File: config.mk
export PLATFORM = sky130hd
export DESIGN_NAME = mcx_exec
export DESIGN_NICKNAME = d
export VERILOG_FILES = /design/src/rtl/mcx_pkg.sv /design/src/rtl/mcx_decode.sv /design/src/rtl/mcx_exec.sv
export SDC_FILE = /design/constraint.sdc
export NUM_CORES = 1
export LEC_CHECK = 0
export BUFFER_PORTS_ARGS = -buffer_cell sky130_fd_sc_hd__buf_2
export CAP_MARGIN = 15
export CORE_UTILIZATION = 45
export CTS_CLUSTER_DIAMETER = 40
export DETAILED_ROUTE_END_ITERATION = 7
export MAX_ROUTING_LAYER = met4
export PLACE_DENSITY = 0.65
export SYNTH_ARGS = -nofsm -noshare
export SYNTH_HDL_FRONTEND = slang
export SYNTH_SLANG_ARGS = --single-unit
File: constraint.sdc
create_clock -name clk_sys -period 3.35 [get_ports clk_sys]
set_input_delay 0.67 -clock clk_sys [delete_from_list [all_inputs] [get_ports clk_sys]]
set_output_delay 0.67 -clock clk_sys [all_outputs]
set_load 0.1 [all_outputs]
File: src/rtl/mcx_pkg.sv
// package: constants, opcode classes and carriers for the instruction executor
package mcx_pkg;

  localparam int unsigned DATA_W   = 8;
  localparam int unsigned PC_W     = 12;

  // data-space locations of the short-direct registers
  localparam logic [7:0] ADDR_X    = 8'h80;
  localparam logic [7:0] ADDR_Y    = 8'h81;
  localparam logic [7:0] ADDR_V    = 8'h82;
  localparam logic [7:0] ADDR_W    = 8'h83;

  // instruction cycle counts
  localparam logic [2:0] CYC_ALU   = 3'h4;
  localparam logic [2:0] CYC_REL   = 3'h2;
  localparam logic [2:0] CYC_BTB   = 3'h5;
  localparam logic [2:0] CYC_BIT   = 3'h4;
  localparam logic [2:0] CYC_JMP   = 3'h4;
  localparam logic [2:0] CYC_CTL   = 3'h2;

  // reset values
  localparam logic [11:0] PC_RST   = 12'h000;
  localparam logic [7:0]  ACC_RST  = 8'h00;

  // opcode field positions
  localparam int unsigned IND_SEL_BIT = 4;
  localparam int unsigned BIT_NUM_LSB = 5;

  // decoded instruction class; opcode table is a lookup in the core
  typedef enum logic [4:0] {
    MCX_OP_NOP      = 5'h00,
    MCX_OP_ADD      = 5'h01,
    MCX_OP_AND      = 5'h02,
    MCX_OP_CMP      = 5'h03,
    MCX_OP_SUB      = 5'h04,
    MCX_OP_CLR      = 5'h05,
    MCX_OP_DEC      = 5'h06,
    MCX_OP_INC      = 5'h07,
    MCX_OP_COM      = 5'h08,
    MCX_OP_RLC      = 5'h09,
    MCX_OP_SLA      = 5'h0A,
    MCX_OP_BR_C     = 5'h0B,
    MCX_OP_BR_NC    = 5'h0C,
    MCX_OP_BR_Z     = 5'h0D,
    MCX_OP_BR_NZ    = 5'h0E,
    MCX_OP_BT_CLR   = 5'h0F,
    MCX_OP_BT_SET   = 5'h10,
    MCX_OP_BSET     = 5'h11,
    MCX_OP_BCLR     = 5'h12,
    MCX_OP_JP       = 5'h13,
    MCX_OP_CALL     = 5'h14,
    MCX_OP_RET      = 5'h15,
    MCX_OP_RETURN_FROM_INTERRUPT     = 5'h16,
    MCX_OP_STOP     = 5'h17,
    MCX_OP_WAIT     = 5'h18
  } mcx_op_e;

  // operand source
  typedef enum logic [2:0] {
    MCX_SRC_NONE = 3'h0,
    MCX_SRC_IMM  = 3'h1,
    MCX_SRC_DIR  = 3'h2,
    MCX_SRC_IND  = 3'h3,
    MCX_SRC_SD   = 3'h4,
    MCX_SRC_ACC  = 3'h5
  } mcx_src_e;

  // one decoded instruction handed to the core
  typedef struct packed {
    mcx_op_e    op;
    mcx_src_e   src;
    logic [1:0] nbytes;
    logic [2:0] cycles;
  } mcx_dec_s;

  // request toward data space
  typedef struct packed {
    logic       rd;
    logic       wr;
    logic [7:0] addr;
    logic [7:0] wdata;
  } mcx_dreq_s;

  // flags returned by return-from-interrupt
  typedef struct packed {
    logic z;
    logic c;
  } mcx_flags_s;

endpackage

File: src/rtl/mcx_decode.sv
// decoded-class table: opcode class, operand source, length and cycle count
`timescale 1ns/1ps
`default_nettype none
module mcx_decode (
  input  wire logic              clk_sys,
  input  wire logic              rst_b,
  input  wire mcx_pkg::mcx_op_e  op_in,
  input  wire mcx_pkg::mcx_src_e src_in,
  input  wire logic              watchdog_sel,
  output mcx_pkg::mcx_dec_s      dec_out
);

  mcx_pkg::mcx_dec_s dec_reg;
  mcx_pkg::mcx_dec_s dec_next;

  always_comb begin
    dec_next.op     = op_in;
    dec_next.src    = src_in;
    dec_next.nbytes = 2'h1;
    dec_next.cycles = mcx_pkg::CYC_CTL;
    case (op_in)
      mcx_pkg::MCX_OP_ADD, mcx_pkg::MCX_OP_AND, mcx_pkg::MCX_OP_CMP, mcx_pkg::MCX_OP_SUB,
      mcx_pkg::MCX_OP_DEC, mcx_pkg::MCX_OP_INC, mcx_pkg::MCX_OP_COM, mcx_pkg::MCX_OP_RLC,
      mcx_pkg::MCX_OP_SLA: begin
        dec_next.cycles = mcx_pkg::CYC_ALU;
        // accumulator forms of inc, dec and shift carry a second byte
        dec_next.nbytes = (src_in == mcx_pkg::MCX_SRC_IMM || src_in == mcx_pkg::MCX_SRC_DIR ||
                           (src_in == mcx_pkg::MCX_SRC_ACC &&
                            op_in inside {mcx_pkg::MCX_OP_DEC, mcx_pkg::MCX_OP_INC, mcx_pkg::MCX_OP_SLA}))
                          ? 2'h2 : 2'h1;
      end
      mcx_pkg::MCX_OP_CLR: begin
        dec_next.cycles = mcx_pkg::CYC_ALU;
        dec_next.nbytes = (src_in == mcx_pkg::MCX_SRC_DIR) ? 2'h3 : 2'h2;
      end
      mcx_pkg::MCX_OP_BR_C, mcx_pkg::MCX_OP_BR_NC, mcx_pkg::MCX_OP_BR_Z, mcx_pkg::MCX_OP_BR_NZ: begin
        dec_next.cycles = mcx_pkg::CYC_REL;
      end
      mcx_pkg::MCX_OP_BT_CLR, mcx_pkg::MCX_OP_BT_SET: begin
        dec_next.cycles = mcx_pkg::CYC_BTB;
        dec_next.nbytes = 2'h3;
      end
      mcx_pkg::MCX_OP_BSET, mcx_pkg::MCX_OP_BCLR: begin
        dec_next.cycles = mcx_pkg::CYC_BIT;
        dec_next.nbytes = 2'h2;
      end
      mcx_pkg::MCX_OP_JP, mcx_pkg::MCX_OP_CALL: begin
        dec_next.cycles = mcx_pkg::CYC_JMP;
        dec_next.nbytes = 2'h2;
      end
      mcx_pkg::MCX_OP_STOP: begin
        // stop is demoted to wait while the watchdog is selected
        if (watchdog_sel) begin
          dec_next.op = mcx_pkg::MCX_OP_WAIT;
        end
      end
      default: begin
        dec_next.cycles = mcx_pkg::CYC_CTL;
      end
    endcase
  end

  always_ff @(posedge clk_sys) begin
    if (!rst_b) begin
      dec_reg <= '{op: mcx_pkg::MCX_OP_NOP, src: mcx_pkg::MCX_SRC_NONE, nbytes: 2'h1, cycles: mcx_pkg::CYC_CTL};
    end else begin
      dec_reg <= dec_next;
    end
  end

  assign dec_out = dec_reg;

endmodule
`default_nettype wire

File: src/rtl/mcx_exec.sv
// instruction executor: operand fetch, ALU, flags, branch and jump targets
`timescale 1ns/1ps
`default_nettype none
module mcx_exec (
  input  wire logic               clk_sys,
  input  wire logic               rst_b,
  input  wire logic               start,
  input  wire mcx_pkg::mcx_op_e   op_in,
  input  wire mcx_pkg::mcx_src_e  src_in,
  input  wire logic [7:0]         opcode,
  input  wire logic [7:0]         byte2,
  input  wire logic [7:0]         byte3,
  input  wire logic [11:0]        pc_in,
  input  wire logic [1:0]         sd_sel,
  input  wire logic [7:0]         x_val,
  input  wire logic [7:0]         y_val,
  input  wire logic [7:0]         mem_rdata,
  input  wire mcx_pkg::mcx_flags_s return_from_interrupt_flags,
  input  wire logic               watchdog_sel,
  output logic [7:0]              acc,
  output logic                    flag_z,
  output logic                    flag_c,
  output logic [11:0]             pc_next,
  output mcx_pkg::mcx_dreq_s      dreq,
  output logic                    push_ret,
  output logic                    pop_ret,
  output logic                    wait_req,
  output logic                    stop_req,
  output logic                    done,
  output mcx_pkg::mcx_dec_s       dec_info
);

  typedef enum logic [2:0] {
    MCX_ST_IDLE  = 3'b001,
    MCX_ST_FETCH = 3'b010,
    MCX_ST_EXEC  = 3'b100
  } mcx_state_e;

  mcx_pkg::mcx_dec_s dec;

  mcx_decode u_decode (
    .clk_sys      (clk_sys),
    .rst_b        (rst_b),
    .op_in        (op_in),
    .src_in       (src_in),
    .watchdog_sel (watchdog_sel),
    .dec_out      (dec)
  );

  //////////////////////////////////////////////////////////////////////
  function automatic logic [7:0] operand_addr(input mcx_pkg::mcx_src_e s, input logic [7:0] opc,
                                              input logic [7:0] b2, input logic [1:0] sd,
                                              input logic [7:0] xv, input logic [7:0] yv);
    logic [7:0] a;
    a = b2;
    if (s == mcx_pkg::MCX_SRC_IND) begin
      a = opc[mcx_pkg::IND_SEL_BIT] ? yv : xv;
    end else if (s == mcx_pkg::MCX_SRC_SD) begin
      a = mcx_pkg::ADDR_X | {6'h00, sd};
    end
    return a;
  endfunction

  mcx_state_e          st_reg, st_next;
  logic [7:0]          acc_reg, acc_next;
  logic                z_reg, z_next, c_reg, c_next;
  logic [11:0]         pc_reg, pc_nx;
  mcx_pkg::mcx_dreq_s  dreq_reg, dreq_next;
  logic [2:0]          cnt_reg, cnt_next;
  logic                push_reg, push_next, pop_reg, pop_next;
  logic                wait_reg, wait_next, stop_reg, stop_next, done_reg, done_next;
  logic [7:0]          opc_reg, opc_next, b2_reg, b2_next, b3_reg, b3_next;

  //////////////////////////////////////////////////////////////////////
  always_comb begin
    logic [8:0]  sum;
    logic [7:0]  oper;
    logic [7:0]  res;
    logic        take;
    logic        tbit;
    logic [11:0] base;
    sum       = 9'h000;
    oper      = 8'h00;
    res       = 8'h00;
    take      = 1'b0;
    tbit      = 1'b0;
    base      = 12'h000;
    st_next   = st_reg;
    acc_next  = acc_reg;
    z_next    = z_reg;
    c_next    = c_reg;
    pc_nx     = pc_reg;
    dreq_next = dreq_reg;
    cnt_next  = cnt_reg;
    push_next = 1'b0;
    pop_next  = 1'b0;
    wait_next = 1'b0;
    stop_next = 1'b0;
    done_next = 1'b0;
    opc_next  = opc_reg;
    b2_next   = b2_reg;
    b3_next   = b3_reg;
    case (st_reg)
      MCX_ST_IDLE: begin
        if (start) begin
          opc_next  = opcode;
          b2_next   = byte2;
          b3_next   = byte3;
          pc_nx     = pc_in;
          dreq_next = '{rd: 1'b0, wr: 1'b0, addr: operand_addr(src_in, opcode, byte2, sd_sel, x_val, y_val),
                        wdata: 8'h00};
          st_next   = MCX_ST_FETCH;
        end
      end
      MCX_ST_FETCH: begin
        // decoder output is valid now; memory read issued for data operands
        dreq_next.rd = (dec.src != mcx_pkg::MCX_SRC_NONE && dec.src != mcx_pkg::MCX_SRC_IMM &&
                        dec.src != mcx_pkg::MCX_SRC_ACC);
        cnt_next     = dec.cycles - 3'h2;
        st_next      = MCX_ST_EXEC;
      end
      MCX_ST_EXEC: begin
        dreq_next.rd = 1'b0;
        dreq_next.wr = 1'b0;
        if (cnt_reg != 3'h0) begin
          // hold until the documented cycle count has elapsed
          cnt_next = cnt_reg - 3'h1;
        end else begin
          oper = (dec.src == mcx_pkg::MCX_SRC_IMM) ? b2_reg : mem_rdata;
          base = pc_reg + {10'h000, dec.nbytes};
          pc_nx = base;
          case (dec.op)
            mcx_pkg::MCX_OP_ADD: begin
              sum = {1'b0, acc_reg} + {1'b0, oper};
              acc_next = sum[7:0];
              z_next = (sum[7:0] == 8'h00);
              c_next = sum[8];
            end
            mcx_pkg::MCX_OP_SUB, mcx_pkg::MCX_OP_CMP: begin
              sum = {1'b0, acc_reg} - {1'b0, oper};
              if (dec.op == mcx_pkg::MCX_OP_SUB) begin
                acc_next = sum[7:0];
              end
              z_next = (sum[7:0] == 8'h00);
              c_next = sum[8];
            end
            mcx_pkg::MCX_OP_AND: begin
              res = acc_reg & oper;
              acc_next = res;
              z_next = (res == 8'h00);
              c_next = 1'b0;
            end
            mcx_pkg::MCX_OP_CLR: begin
              if (dec.src == mcx_pkg::MCX_SRC_ACC) begin
                acc_next = 8'h00;
                z_next = 1'b1;
                c_next = 1'b0;
              end else begin
                dreq_next.wr = 1'b1;
                dreq_next.wdata = 8'h00;
              end
            end
            mcx_pkg::MCX_OP_INC, mcx_pkg::MCX_OP_DEC: begin
              res = (dec.src == mcx_pkg::MCX_SRC_ACC) ? acc_reg : oper;
              res = (dec.op == mcx_pkg::MCX_OP_INC) ? res + 8'h01 : res - 8'h01;
              z_next = (res == 8'h00);
              if (dec.src == mcx_pkg::MCX_SRC_ACC) begin
                acc_next = res;
              end else begin
                dreq_next.wr = 1'b1;
                dreq_next.wdata = res;
              end
            end
            mcx_pkg::MCX_OP_COM: begin
              res = ~acc_reg;
              acc_next = res;
              z_next = (res == 8'h00);
              c_next = acc_reg[7];
            end
            mcx_pkg::MCX_OP_RLC, mcx_pkg::MCX_OP_SLA: begin
              res = {acc_reg[6:0], (dec.op == mcx_pkg::MCX_OP_RLC) ? c_reg : 1'b0};
              acc_next = res;
              z_next = (res == 8'h00);
              c_next = acc_reg[7];
            end
            mcx_pkg::MCX_OP_BR_C, mcx_pkg::MCX_OP_BR_NC, mcx_pkg::MCX_OP_BR_Z, mcx_pkg::MCX_OP_BR_NZ: begin
              case (dec.op)
                mcx_pkg::MCX_OP_BR_C:  take = c_reg;
                mcx_pkg::MCX_OP_BR_NC: take = ~c_reg;
                mcx_pkg::MCX_OP_BR_Z:  take = z_reg;
                default:               take = ~z_reg;
              endcase
              // bit 4 set means backward; nibble is the span, forward span counts from next byte
              if (take) begin
                pc_nx = opc_reg[4] ? pc_reg - {8'h00, opc_reg[3:0]}
                                   : pc_reg + {8'h00, opc_reg[3:0]} + 12'h001;
              end
            end
            mcx_pkg::MCX_OP_BT_CLR, mcx_pkg::MCX_OP_BT_SET: begin
              tbit = mem_rdata[opc_reg[7:5]];
              c_next = tbit;
              take = (dec.op == mcx_pkg::MCX_OP_BT_SET) ? tbit : ~tbit;
              if (take) begin
                // displacement counts from the third byte
                pc_nx = pc_reg + 12'h002 + {{4{b3_reg[7]}}, b3_reg};
              end
            end
            mcx_pkg::MCX_OP_BSET, mcx_pkg::MCX_OP_BCLR: begin
              res = mem_rdata;
              res[opc_reg[7:5]] = (dec.op == mcx_pkg::MCX_OP_BSET);
              dreq_next.wr = 1'b1;
              dreq_next.wdata = res;
            end
            mcx_pkg::MCX_OP_JP, mcx_pkg::MCX_OP_CALL: begin
              pc_nx = {opc_reg[3:0], b2_reg};
              push_next = (dec.op == mcx_pkg::MCX_OP_CALL);
            end
            mcx_pkg::MCX_OP_RET: begin
              pop_next = 1'b1;
            end
            mcx_pkg::MCX_OP_RETURN_FROM_INTERRUPT: begin
              pop_next = 1'b1;
              z_next = return_from_interrupt_flags.z;
              c_next = return_from_interrupt_flags.c;
            end
            mcx_pkg::MCX_OP_STOP: begin
              stop_next = 1'b1;
            end
            mcx_pkg::MCX_OP_WAIT: begin
              wait_next = 1'b1;
            end
            default: begin
            end
          endcase
          done_next = 1'b1;
          st_next = MCX_ST_IDLE;
        end
      end
      default: begin
        st_next = MCX_ST_IDLE;
      end
    endcase
  end

  always_ff @(posedge clk_sys) begin
    if (!rst_b) begin
      st_reg   <= MCX_ST_IDLE;
      acc_reg  <= mcx_pkg::ACC_RST;
      z_reg    <= 1'b0;
      c_reg    <= 1'b0;
      pc_reg   <= mcx_pkg::PC_RST;
      dreq_reg <= '0;
      cnt_reg  <= 3'h0;
      push_reg <= 1'b0;
      pop_reg  <= 1'b0;
      wait_reg <= 1'b0;
      stop_reg <= 1'b0;
      done_reg <= 1'b0;
      opc_reg  <= 8'h00;
      b2_reg   <= 8'h00;
      b3_reg   <= 8'h00;
    end else begin
      st_reg   <= st_next;
      acc_reg  <= acc_next;
      z_reg    <= z_next;
      c_reg    <= c_next;
      pc_reg   <= pc_nx;
      dreq_reg <= dreq_next;
      cnt_reg  <= cnt_next;
      push_reg <= push_next;
      pop_reg  <= pop_next;
      wait_reg <= wait_next;
      stop_reg <= stop_next;
      done_reg <= done_next;
      opc_reg  <= opc_next;
      b2_reg   <= b2_next;
      b3_reg   <= b3_next;
    end
  end

  assign acc      = acc_reg;
  assign flag_z   = z_reg;
  assign flag_c   = c_reg;
  assign pc_next  = pc_reg;
  assign dreq     = dreq_reg;
  assign push_ret = push_reg;
  assign pop_ret  = pop_reg;
  assign wait_req = wait_reg;
  assign stop_req = stop_reg;
  assign done     = done_reg;
  assign dec_info = dec;

endmodule
`default_nettype wire

==> PnR_summary.wiki, run 1 <==
{| class="wikitable"
! Metric !! Value
|-
| Outcome || finished clean
|-
| Ratio of final minimum period to clock period || 0.949
|-
| Total wire length || around 26 mm
|-
| Clock latency of the later-clocked register in the worst-skew pair || about 0.36 ns
|-
| Path class of the lowest-slack min-delay path || register to register
|-
| Num CTS Buffers || 9
|-
| Register clock-pin slew on the reported worst setup and hold paths || 0.08 ns
|-
| Number of violations of the max-capacitance limit || 0
|-
| Worst-path cell with the longest stage delay || sky130_fd_sc_hd__ha_1
|-
| Standard-cell rows || 47
|-
| Mean routed wirelength per cell || 18.8 µm
|-
| Full die area || 17900 µm²
|-
| Synthesized net count || 1169
|-
| Critical path capture point type || register
|-
| Peak Freq || 0.314 GHz
|-
| Post-Syn Area || 7840 µm²
|-
| Critical path launch point || u_decode.dec_out[5]$_SDFF_PN0_
|-
| Post-synthesis sequential area ratio || 0.225
|-
| Final Hold Vio Count || 0
|-
| Number of vias per cell after detailed routing || between 5 and 6
|-
| Length of the first detailed-routing pass in iterations || 5
|-
| Number of setup buffers added after CTS || 0
|-
| Worst Max-Slew Pin Slew || between 0.7 and 0.8 ns
|-
| Port buffer count || between 100 and 150
|-
| Most used cell, CP || sky130_fd_sc_hd__inv_1
|-
| Number of buffers inserted for hold repair after clock tree synthesis || 0
|-
| Number of instances in the synthesized netlist || 1030
|-
| Setup-failing EPs final || 0
|-
| Placer Congestion || 0.964
|-
| Layout cell share with drive strength beyond 1 || 0.188
|-
| Starting DRC count in detailed routing || 710
|-
| Number of flops mapped to enable cells by yosys || 0
|-
| Number of H-tree levels || 3
|-
| Data arrival time of the critical path || between 3 and 4 ns
|-
| Starting utilization of the core area || 0.466
|-
| Clock tree sinks || 88
|-
| Final Slew Violations || 0
|-
| Hold Slack || 0.466 ns
|-
| Largest net degree at the start of global routing || 62
|-
| Grt total ovfl || 0
|-
| Detail Placement HPWL || 19.8 mm
|-
| Drc violations || 0
|-
| Worst r2r dst || flag_c$_SDFFE_PN0P_
|-
| Most common flop cell mapped by yosys || sky130_fd_sc_hd__dfxtp_1
|-
| Vertical extent of the die || about 130 µm
|-
| Width of the chip || about 130 µm
|-
| Post-layout min period || approximately 3.2 ns
|-
| Power Density || 354 nW/µm²
|-
| Warnings from Yosys || 0
|-
| Post-synth ARST share || 0
|-
| Reg2Reg Depth || 12
|-
| Count of unique library cells instantiated by Yosys || 91
|-
| Worst reg2reg startpoint || u_decode.dec_out[5]$_SDFF_PN0_
|-
| CTS tree || yes
|-
| Initial antenna violation count || 1
|-
| Setup Skew || 0.00933 ns
|-
| Longest Clk Path Bufs || 2
|-
| All-layer global routing usage || 0.298
|-
| Minimum setup slack among reg-to-reg paths || 0.17 ns
|-
| Area growth syn-to-layout || 16.1%
|-
| Slowest Stage Delay on Critical Path || 0.47 ns
|-
| Synthesized area per cell || 7.61 µm²
|-
| Kind of start point of the critical path || register
|-
| Top-level port count || 134
|-
| Unrepaired setup endpoints after global routing || false
|-
| Worst supply voltage drop on vdd || 0.000253 V
|-
| Final layout net count || 1283
|-
| Global-route wire length before repair || 40.6 mm
|-
| Maximum fanout along the worst path || 9
|-
| Number of storage elements in the synthesis netlist || 88
|-
| Worst Path Required || 3.65 ns
|-
| Total Negative Setup Slacks || 0 ns
|-
| Root cell of the clock tree || sky130_fd_sc_hd__clkbuf_16
|-
| Routed Antenna Nets || 0
|-
| CP Capture Point || flag_c$_SDFFE_PN0P_
|-
| Worst Path Class, Setup || register to register
|-
| Overall via count from detail_route || 8060
|-
| Number of global-route vias before repair || 7310
|-
| CORE AREA || 16800 µm²
|-
| Leakage power summed over all cells || about 0.004 µW
|-
| Sequence of cells on the critical path || inv_1 -> nor3_4 -> mux2i_2 -> inv_1 -> ha_1 -> nor2_1 -> o311a_1 -> o21a_1 -> o21ba_2 -> o211a_1 -> or4_1 -> a21boi_1
|-
| Max FFs per register || 18
|-
| Relative slew slack || 0.507
|}
-- per-layer routing --
layer | global-route usage | routed length [µm] | up-vias
met2 | 0.428 | 11000 | 329
li1 | - | - | 3977
met5 | - | 0 | -
met3 | 0.0563 | 1920 | 38
met4 | 0.107 | 596 | 0
met1 | 0.414 | 12300 | 3716
-- cell families (layout without fill, tap and decap cells) --
group / count (synthesis) / in the layout / share of synthesized area
mux: 40 / 40 / 0.0549
flops: 88 / 88 / 0.225
xor+xnor: 36 / 36 / 0.0402
compound gates: 322 / 322 / 0.278
simple gates: 374 / 374 / 0.240
fa+ha+maj: 64 / 64 / 0.109
other cells: 0 / 1 / 0
buf+inv: 106 / 225 / 0.0535
-- layout by cell type, fill, tap and decap left out, types with 10 or more instances in the layout --
| cell type | synthesis | final |
|---|---|---|
| sky130_fd_sc_hd__a21boi_0 | 34 | 34 |
| sky130_fd_sc_hd__o21ai_0 | 47 | 46 |
| sky130_fd_sc_hd__a22oi_1 | 12 | 12 |
| sky130_fd_sc_hd__o21ai_1 | 17 | 18 |
| sky130_fd_sc_hd__buf_4 | 0 | 28 |
| sky130_fd_sc_hd__a211oi_1 | 14 | 14 |
| sky130_fd_sc_hd__nand3_1 | 33 | 33 |
| sky130_fd_sc_hd__and3_1 | 13 | 13 |
| sky130_fd_sc_hd__buf_2 | 11 | 133 |
| sky130_fd_sc_hd__a21oi_1 | 78 | 78 |
| sky130_fd_sc_hd__nand2_1 | 125 | 125 |
| sky130_fd_sc_hd__ha_1 | 56 | 55 |
| sky130_fd_sc_hd__xor2_1 | 16 | 16 |
| sky130_fd_sc_hd__nand4_1 | 11 | 11 |
| sky130_fd_sc_hd__nor3_1 | 16 | 16 |
| sky130_fd_sc_hd__nor2_1 | 77 | 77 |
| sky130_fd_sc_hd__mux2i_1 | 30 | 26 |
| sky130_fd_sc_hd__dfxtp_1 | 88 | 80 |
| sky130_fd_sc_hd__nor2b_1 | 21 | 21 |
| sky130_fd_sc_hd__o31ai_1 | 13 | 13 |
| sky130_fd_sc_hd__xnor2_1 | 20 | 20 |
| sky130_fd_sc_hd__nand2b_1 | 10 | 10 |
| sky130_fd_sc_hd__o21a_1 | 10 | 10 |
| sky130_fd_sc_hd__nor3b_1 | 13 | 13 |
| sky130_fd_sc_hd__inv_1 | 45 | 45 |
-- report_power, final --
group	switching (µW)	internal [µW]	total [µW]
registers	84.3	1100	1180
clock network	519	529	1050
logic	661	333	994
-- cell type report --
cell class              count  area, µm²
fillers                  1681       7720
multi-input cells         836       5680
flip-flops and latches     88       1770
repair buffers            162        896
well taps                 220        275
clock buffers               9        225
inverters                  47        176
clock inverters             7       70.1
diodes                      1       2.50
-- per-stage QoR --
stage           util  setup slack, ns  std cells  cell area [µm²]  total power (µW)
2_1_floorplan      -          0.00257       1030             7850              1920
5_1_grt        0.541           0.0137       1370             9100              3360
4_1_cts        0.540            0.115       1369             9080              3220
3_5_place_dp   0.522            0.126       1353             8780              2180
3_3_place_gp   0.522            0.169       1353             8780              2180
6_report       0.541            0.170       1370             9100              3220
-- how the worst min path moves through the flow --
stage / start / end / slack (ns) / cells past startpoint
2_1_floorplan: b3_reg[1]$_SDFFE_PN0P_ / b3_reg[1]$_SDFFE_PN0P_ / 0.44 / 2
3_3_place_gp: b3_reg[1]$_SDFFE_PN0P_ / b3_reg[1]$_SDFFE_PN0P_ / 0.45 / 2
3_5_place_dp: dreq[5]$_SDFFE_PN0P_ / dreq[5]$_SDFFE_PN0P_ / 0.46 / 2
4_1_cts: dreq[5]$_SDFFE_PN0P_ / dreq[5]$_SDFFE_PN0P_ / 0.47 / 2
5_1_grt: dreq[5]$_SDFFE_PN0P_ / dreq[5]$_SDFFE_PN0P_ / 0.49 / 2
6_report: dreq[5]$_SDFFE_PN0P_ / dreq[5]$_SDFFE_PN0P_ / 0.47 / 2
-- critical path, delay by kind of cell (launching register included) --
family          cells  cell delay (ns)
simple gates        3             0.77
buf+inv             2             0.14
fa+ha+maj           1             0.47
mux                 1             0.31
flops               1             0.36
compound gates      5             1.06
-- synth_stat cells, drive strengths merged, types with 16 or more instances --
cell | n | share of area
a21boi | 39 | 0.037
a21oi | 79 | 0.051
clkbuf | 45 | 0.022
dfxtp | 88 | 0.22
ha | 56 | 0.089
inv | 47 | 0.023
mux2i | 31 | 0.040
nand2 | 125 | 0.060
nand3 | 33 | 0.021
nor2 | 77 | 0.037
nor2b | 21 | 0.017
nor3 | 18 | 0.013
o21ai | 64 | 0.041
xnor2 | 20 | 0.022
xor2 | 16 | 0.018
-- repair_timing --
item                                   in CTS  in global routing
endpoints found under the hold margin       0                  0
gates resized for setup                     0                  7
setup endpoints to repair                   0                  3
Power figures use the tool's default switching activity.
==> run 2: changes to the inputs <==
--- a/config.mk
+++ b/config.mk
@@ -10,6 +10,7 @@
 export CORE_UTILIZATION = 45
 export CTS_CLUSTER_DIAMETER = 40
 export DETAILED_ROUTE_END_ITERATION = 7
+export GPL_TIMING_DRIVEN = 0
 export MAX_ROUTING_LAYER = met4
 export PLACE_DENSITY = 0.65
 export SYNTH_ARGS = -nofsm -noshare
==> run 2 against run 1 <==
Core utilization grew 0.61 points; via count grew 2.5%; worst setup slack lost 0.069 ns; sequential share of layout area shrank 0.22 points; worst hold slack gained 0.0023 ns; critical endpoint unchanged; non-clock buffer count grew 28; power grew 1.8%; sequential power is essentially flat; largest cell class unchanged; clock skew shrank 0.0010 ns; combinational power grew 5%; global-route usage grew 0.90 points; critical path depth grew 2.
==> PnR_summary.wiki, run 2 (synthesis gave the netlist of run 1 again) <==
{| class="wikitable"
! Metric !! Value
|-
| Max FFs per register || 18 (unchanged)
|-
| Power Total || 3280 µW (+1.8%)
|-
| Worst r2r dst || flag_c$_SDFFE_PN0P_
|-
| Endpoint, Worst Hold || b3_reg[1]$_SDFFE_PN0P_
|-
| Path class of the lowest-slack min-delay path || register to register
|-
| Placer Congestion || 1.02 (+6.0%)
|-
| Largest net degree at the start of global routing || 17 (-73%)
|-
| Worst Setup Slack, final || 0.101 ns (-0.0686 ns)
|-
| Maximum fanout along the worst path || 9 (unchanged)
|-
| Outcome || finished clean
|-
| Power Density || 357 nW/µm² (+0.68%)
|-
| Number of global-route vias before repair || 7422 (+1.5%)
|-
| Leakage power summed over all cells || 0.00396 µW (-0.33%)
|-
| Grt total ovfl || 0 (unchanged)
|-
| FF/Latch Area || 1770 µm² (unchanged)
|-
| Final Slew Violations || 0 (unchanged)
|-
| Ratio of final minimum period to clock period || 0.970 (+0.0205)
|-
| Area growth syn-to-layout || 17.5%
|-
| Drc violations || 0 (unchanged)
|-
| Kind of start point of the critical path || register
|-
| Layout cell share with drive strength beyond 1 || 0.173 (-0.0147)
|-
| Hold Crit Depth || 2 (unchanged)
|-
| Clock latency of the later-clocked register in the worst-skew pair || 0.35 ns (about the same)
|-
| Pre-CTS setup slack || -0.462 ns (-0.588 ns)
|-
| Number of placed cells counting well taps || 1377 (+1.8%)
|-
| Worst Max-Slew Pin Slew || 0.872 ns (+0.138 ns)
|-
| Relative slew slack || 0.416 (-0.0912)
|-
| Total area of multi-input combinational cells || 5740 µm² (+1.1%)
|-
| Worst hold path startpoint || b3_reg[1]$_SDFFE_PN0P_
|-
| Total wire length || 26.8 mm (+4.0%)
|-
| Setup Skew || 0.00829 ns (-0.00104 ns)
|-
| Worst reg2reg startpoint || u_decode.dec_out[5]$_SDFF_PN0_
|-
| Root cell of the clock tree || sky130_fd_sc_hd__clkbuf_16
|-
| Final layout net count || 1311 (+2.2%)
|-
| Worst Path Class, Setup || register to register
|-
| Setup-failing EPs final || 0 (unchanged)
|-
| Cell Count, Final, Fillers Out || 1398 (+2.0%)
|-
| Number of vias per cell after detailed routing || 5.91 (+0.42%)
|-
| Reg2Reg Depth || 14 (+2)
|-
| Number of H-tree levels || 3 (unchanged)
|-
| Clock tree sinks || 88 (unchanged)
|-
| Fillers || 1683 (+0.12%)
|-
| Post-layout min period || 3.25 ns (+0.0686 ns)
|-
| Full die area || 17900 µm² (unchanged)
|-
| Minimum setup slack among reg-to-reg paths || 0.10 ns (-0.07 ns)
|-
| Initial antenna violation count || 1 (unchanged)
|-
| Critical path capture point type || register
|-
| Top-level port count || 134 (unchanged)
|-
| Detail Placement HPWL || 20.9 mm (+5.5%)
|-
| Vertical extent of the die || 134 µm (unchanged)
|-
| Top library cells by usage in the layout, fill and taps aside || sky130_fd_sc_hd__buf_2 (138), sky130_fd_sc_hd__nand2_1 (124), sky130_fd_sc_hd__dfxtp_1 (80)
|-
| Standard-cell rows || 47 (unchanged)
|-
| CORE AREA || 16800 µm² (unchanged)
|-
| Peak Freq || 0.308 GHz (-2.1%)
|-
| Most common library cell in the layout ignoring fill and taps || sky130_fd_sc_hd__buf_2
|-
| Register clock-pin slew on the reported worst setup and hold paths || 0.07 ns (about the same)
|-
| All-layer global routing usage || 0.307 (+0.00903)
|-
| Mean routed wirelength per cell || 19.2 µm (+1.9%)
|-
| Port buffer count || 127 (-4.5%)
|-
| Data arrival time of the critical path || 3.53 ns (+0.05 ns)
|-
| Starting utilization of the core area || 0.466 (unchanged)
|-
| Overall via count from detail_route || 8259 (+2.5%)
|-
| CTS tree || yes
|-
| Number of buffers inserted for hold repair after clock tree synthesis || 0 (unchanged)
|-
| Length of the first detailed-routing pass in iterations || 5 (unchanged)
|-
| Width of the chip || 134 µm (unchanged)
|-
| Longest Clk Path Bufs || 2 (unchanged)
|-
| Starting DRC count in detailed routing || 786 (+11%)
|-
| Number of violations of the max-capacitance limit || 0 (unchanged)
|-
| Worst supply voltage drop on vdd || 0.000262 V (+3.8%)
|-
| Routed Antenna Nets || 0 (unchanged)
|-
| Num CTS Buffers || 9 (unchanged)
|-
| Global-route wire length before repair || 41.3 mm (+1.8%)
|-
| Worst Path Required || 3.63 ns (-0.02 ns)
|-
| Final Hold Vio Count || 0 (unchanged)
|}
[run 2: worst max-delay path by stage]
stage                                    start              endpoint  slack, ns  cells past startpoint
2_1_floorplan   u_decode.dec_out[5]$_SDFF_PN0_   flag_z$_SDFFE_PN0P_      0.003                     11
3_3_place_gp   u_decode.dec_out[11]$_SDFF_PN0_  dreq[7]$_SDFFE_PN0P_      -0.45                     11
3_5_place_dp   u_decode.dec_out[11]$_SDFF_PN0_  dreq[7]$_SDFFE_PN0P_      -0.46                     11
4_1_cts         u_decode.dec_out[5]$_SDFF_PN0_   flag_z$_SDFFE_PN0P_       0.03                     11
5_1_grt         u_decode.dec_out[5]$_SDFF_PN0_  dreq[7]$_SDFFE_PN0P_      -0.01                     13
6_report        u_decode.dec_out[5]$_SDFF_PN0_   flag_c$_SDFFE_PN0P_       0.10                     14
[run 2: metal layers]
| layer | track usage | share of wire |
|---|---|---|
| met5 | - | 0 |
| met1 | 0.424 | 0.47 |
| met4 | 0.0593 | 0.0088 |
| met3 | 0.0420 | 0.072 |
| met2 | 0.480 | 0.45 |
[run 2: final cells by class]
cell class                      count  area share
Clock buffer                       10      0.0260
Multi-Input combinational cell    836       0.624
Clock inverter                      6     0.00802
Tap cell                          220      0.0299
Sequential cell                    88       0.193
Antenna cell                        1    0.000272
Inverter                           47      0.0192
Buffer                             58      0.0261
Timing Repair Buffer              132      0.0736
[run 2: what timing repair did]
item | 4_1_cts | 5_1_grt
pin swaps | 2 | 3
resized for setup | 2 | 17
buffers inserted | 3 | 2
setup endpoints to repair | 11 | 7
[run 2: worst max-delay path, cell delays in order (launching register included)]
cell	delay (ns)
sky130_fd_sc_hd__dfxtp_4	0.37
sky130_fd_sc_hd__inv_1	0.08
sky130_fd_sc_hd__nor3_4	0.18
sky130_fd_sc_hd__buf_4	0.19
sky130_fd_sc_hd__mux2i_4	0.28
sky130_fd_sc_hd__inv_1	0.07
sky130_fd_sc_hd__ha_1	0.27
sky130_fd_sc_hd__buf_2	0.20
sky130_fd_sc_hd__nor2_1	0.07
sky130_fd_sc_hd__o311a_1	0.33
sky130_fd_sc_hd__o21a_1	0.22
sky130_fd_sc_hd__o21ba_2	0.21
sky130_fd_sc_hd__o211a_1	0.20
sky130_fd_sc_hd__or4_1	0.39
sky130_fd_sc_hd__a21boi_1	0.12
[run 2: report_power, final]
group | leakage (µW) | switching (µW) | internal (µW)
Combinational | 0.00308 | 701 | 336
Sequential | 0.000722 | 67.4 | 1100
Clock | 0.000154 | 471 | 610
Total | 0.00396 | 1240 | 2040
[run 2: stage by stage]
step,util,setup TNS [ns],hold WS (ns),area (µm²)
final,0.547,0,0.468,9200
after global routing,0.547,-0.0177,0.482,9200
after CTS,0.542,0,0.470,9110
after detailed placement,0.521,-3.09,0.457,8760
after global placement,0.521,-2.86,0.456,8760
after floorplan,-,0,0.443,7850
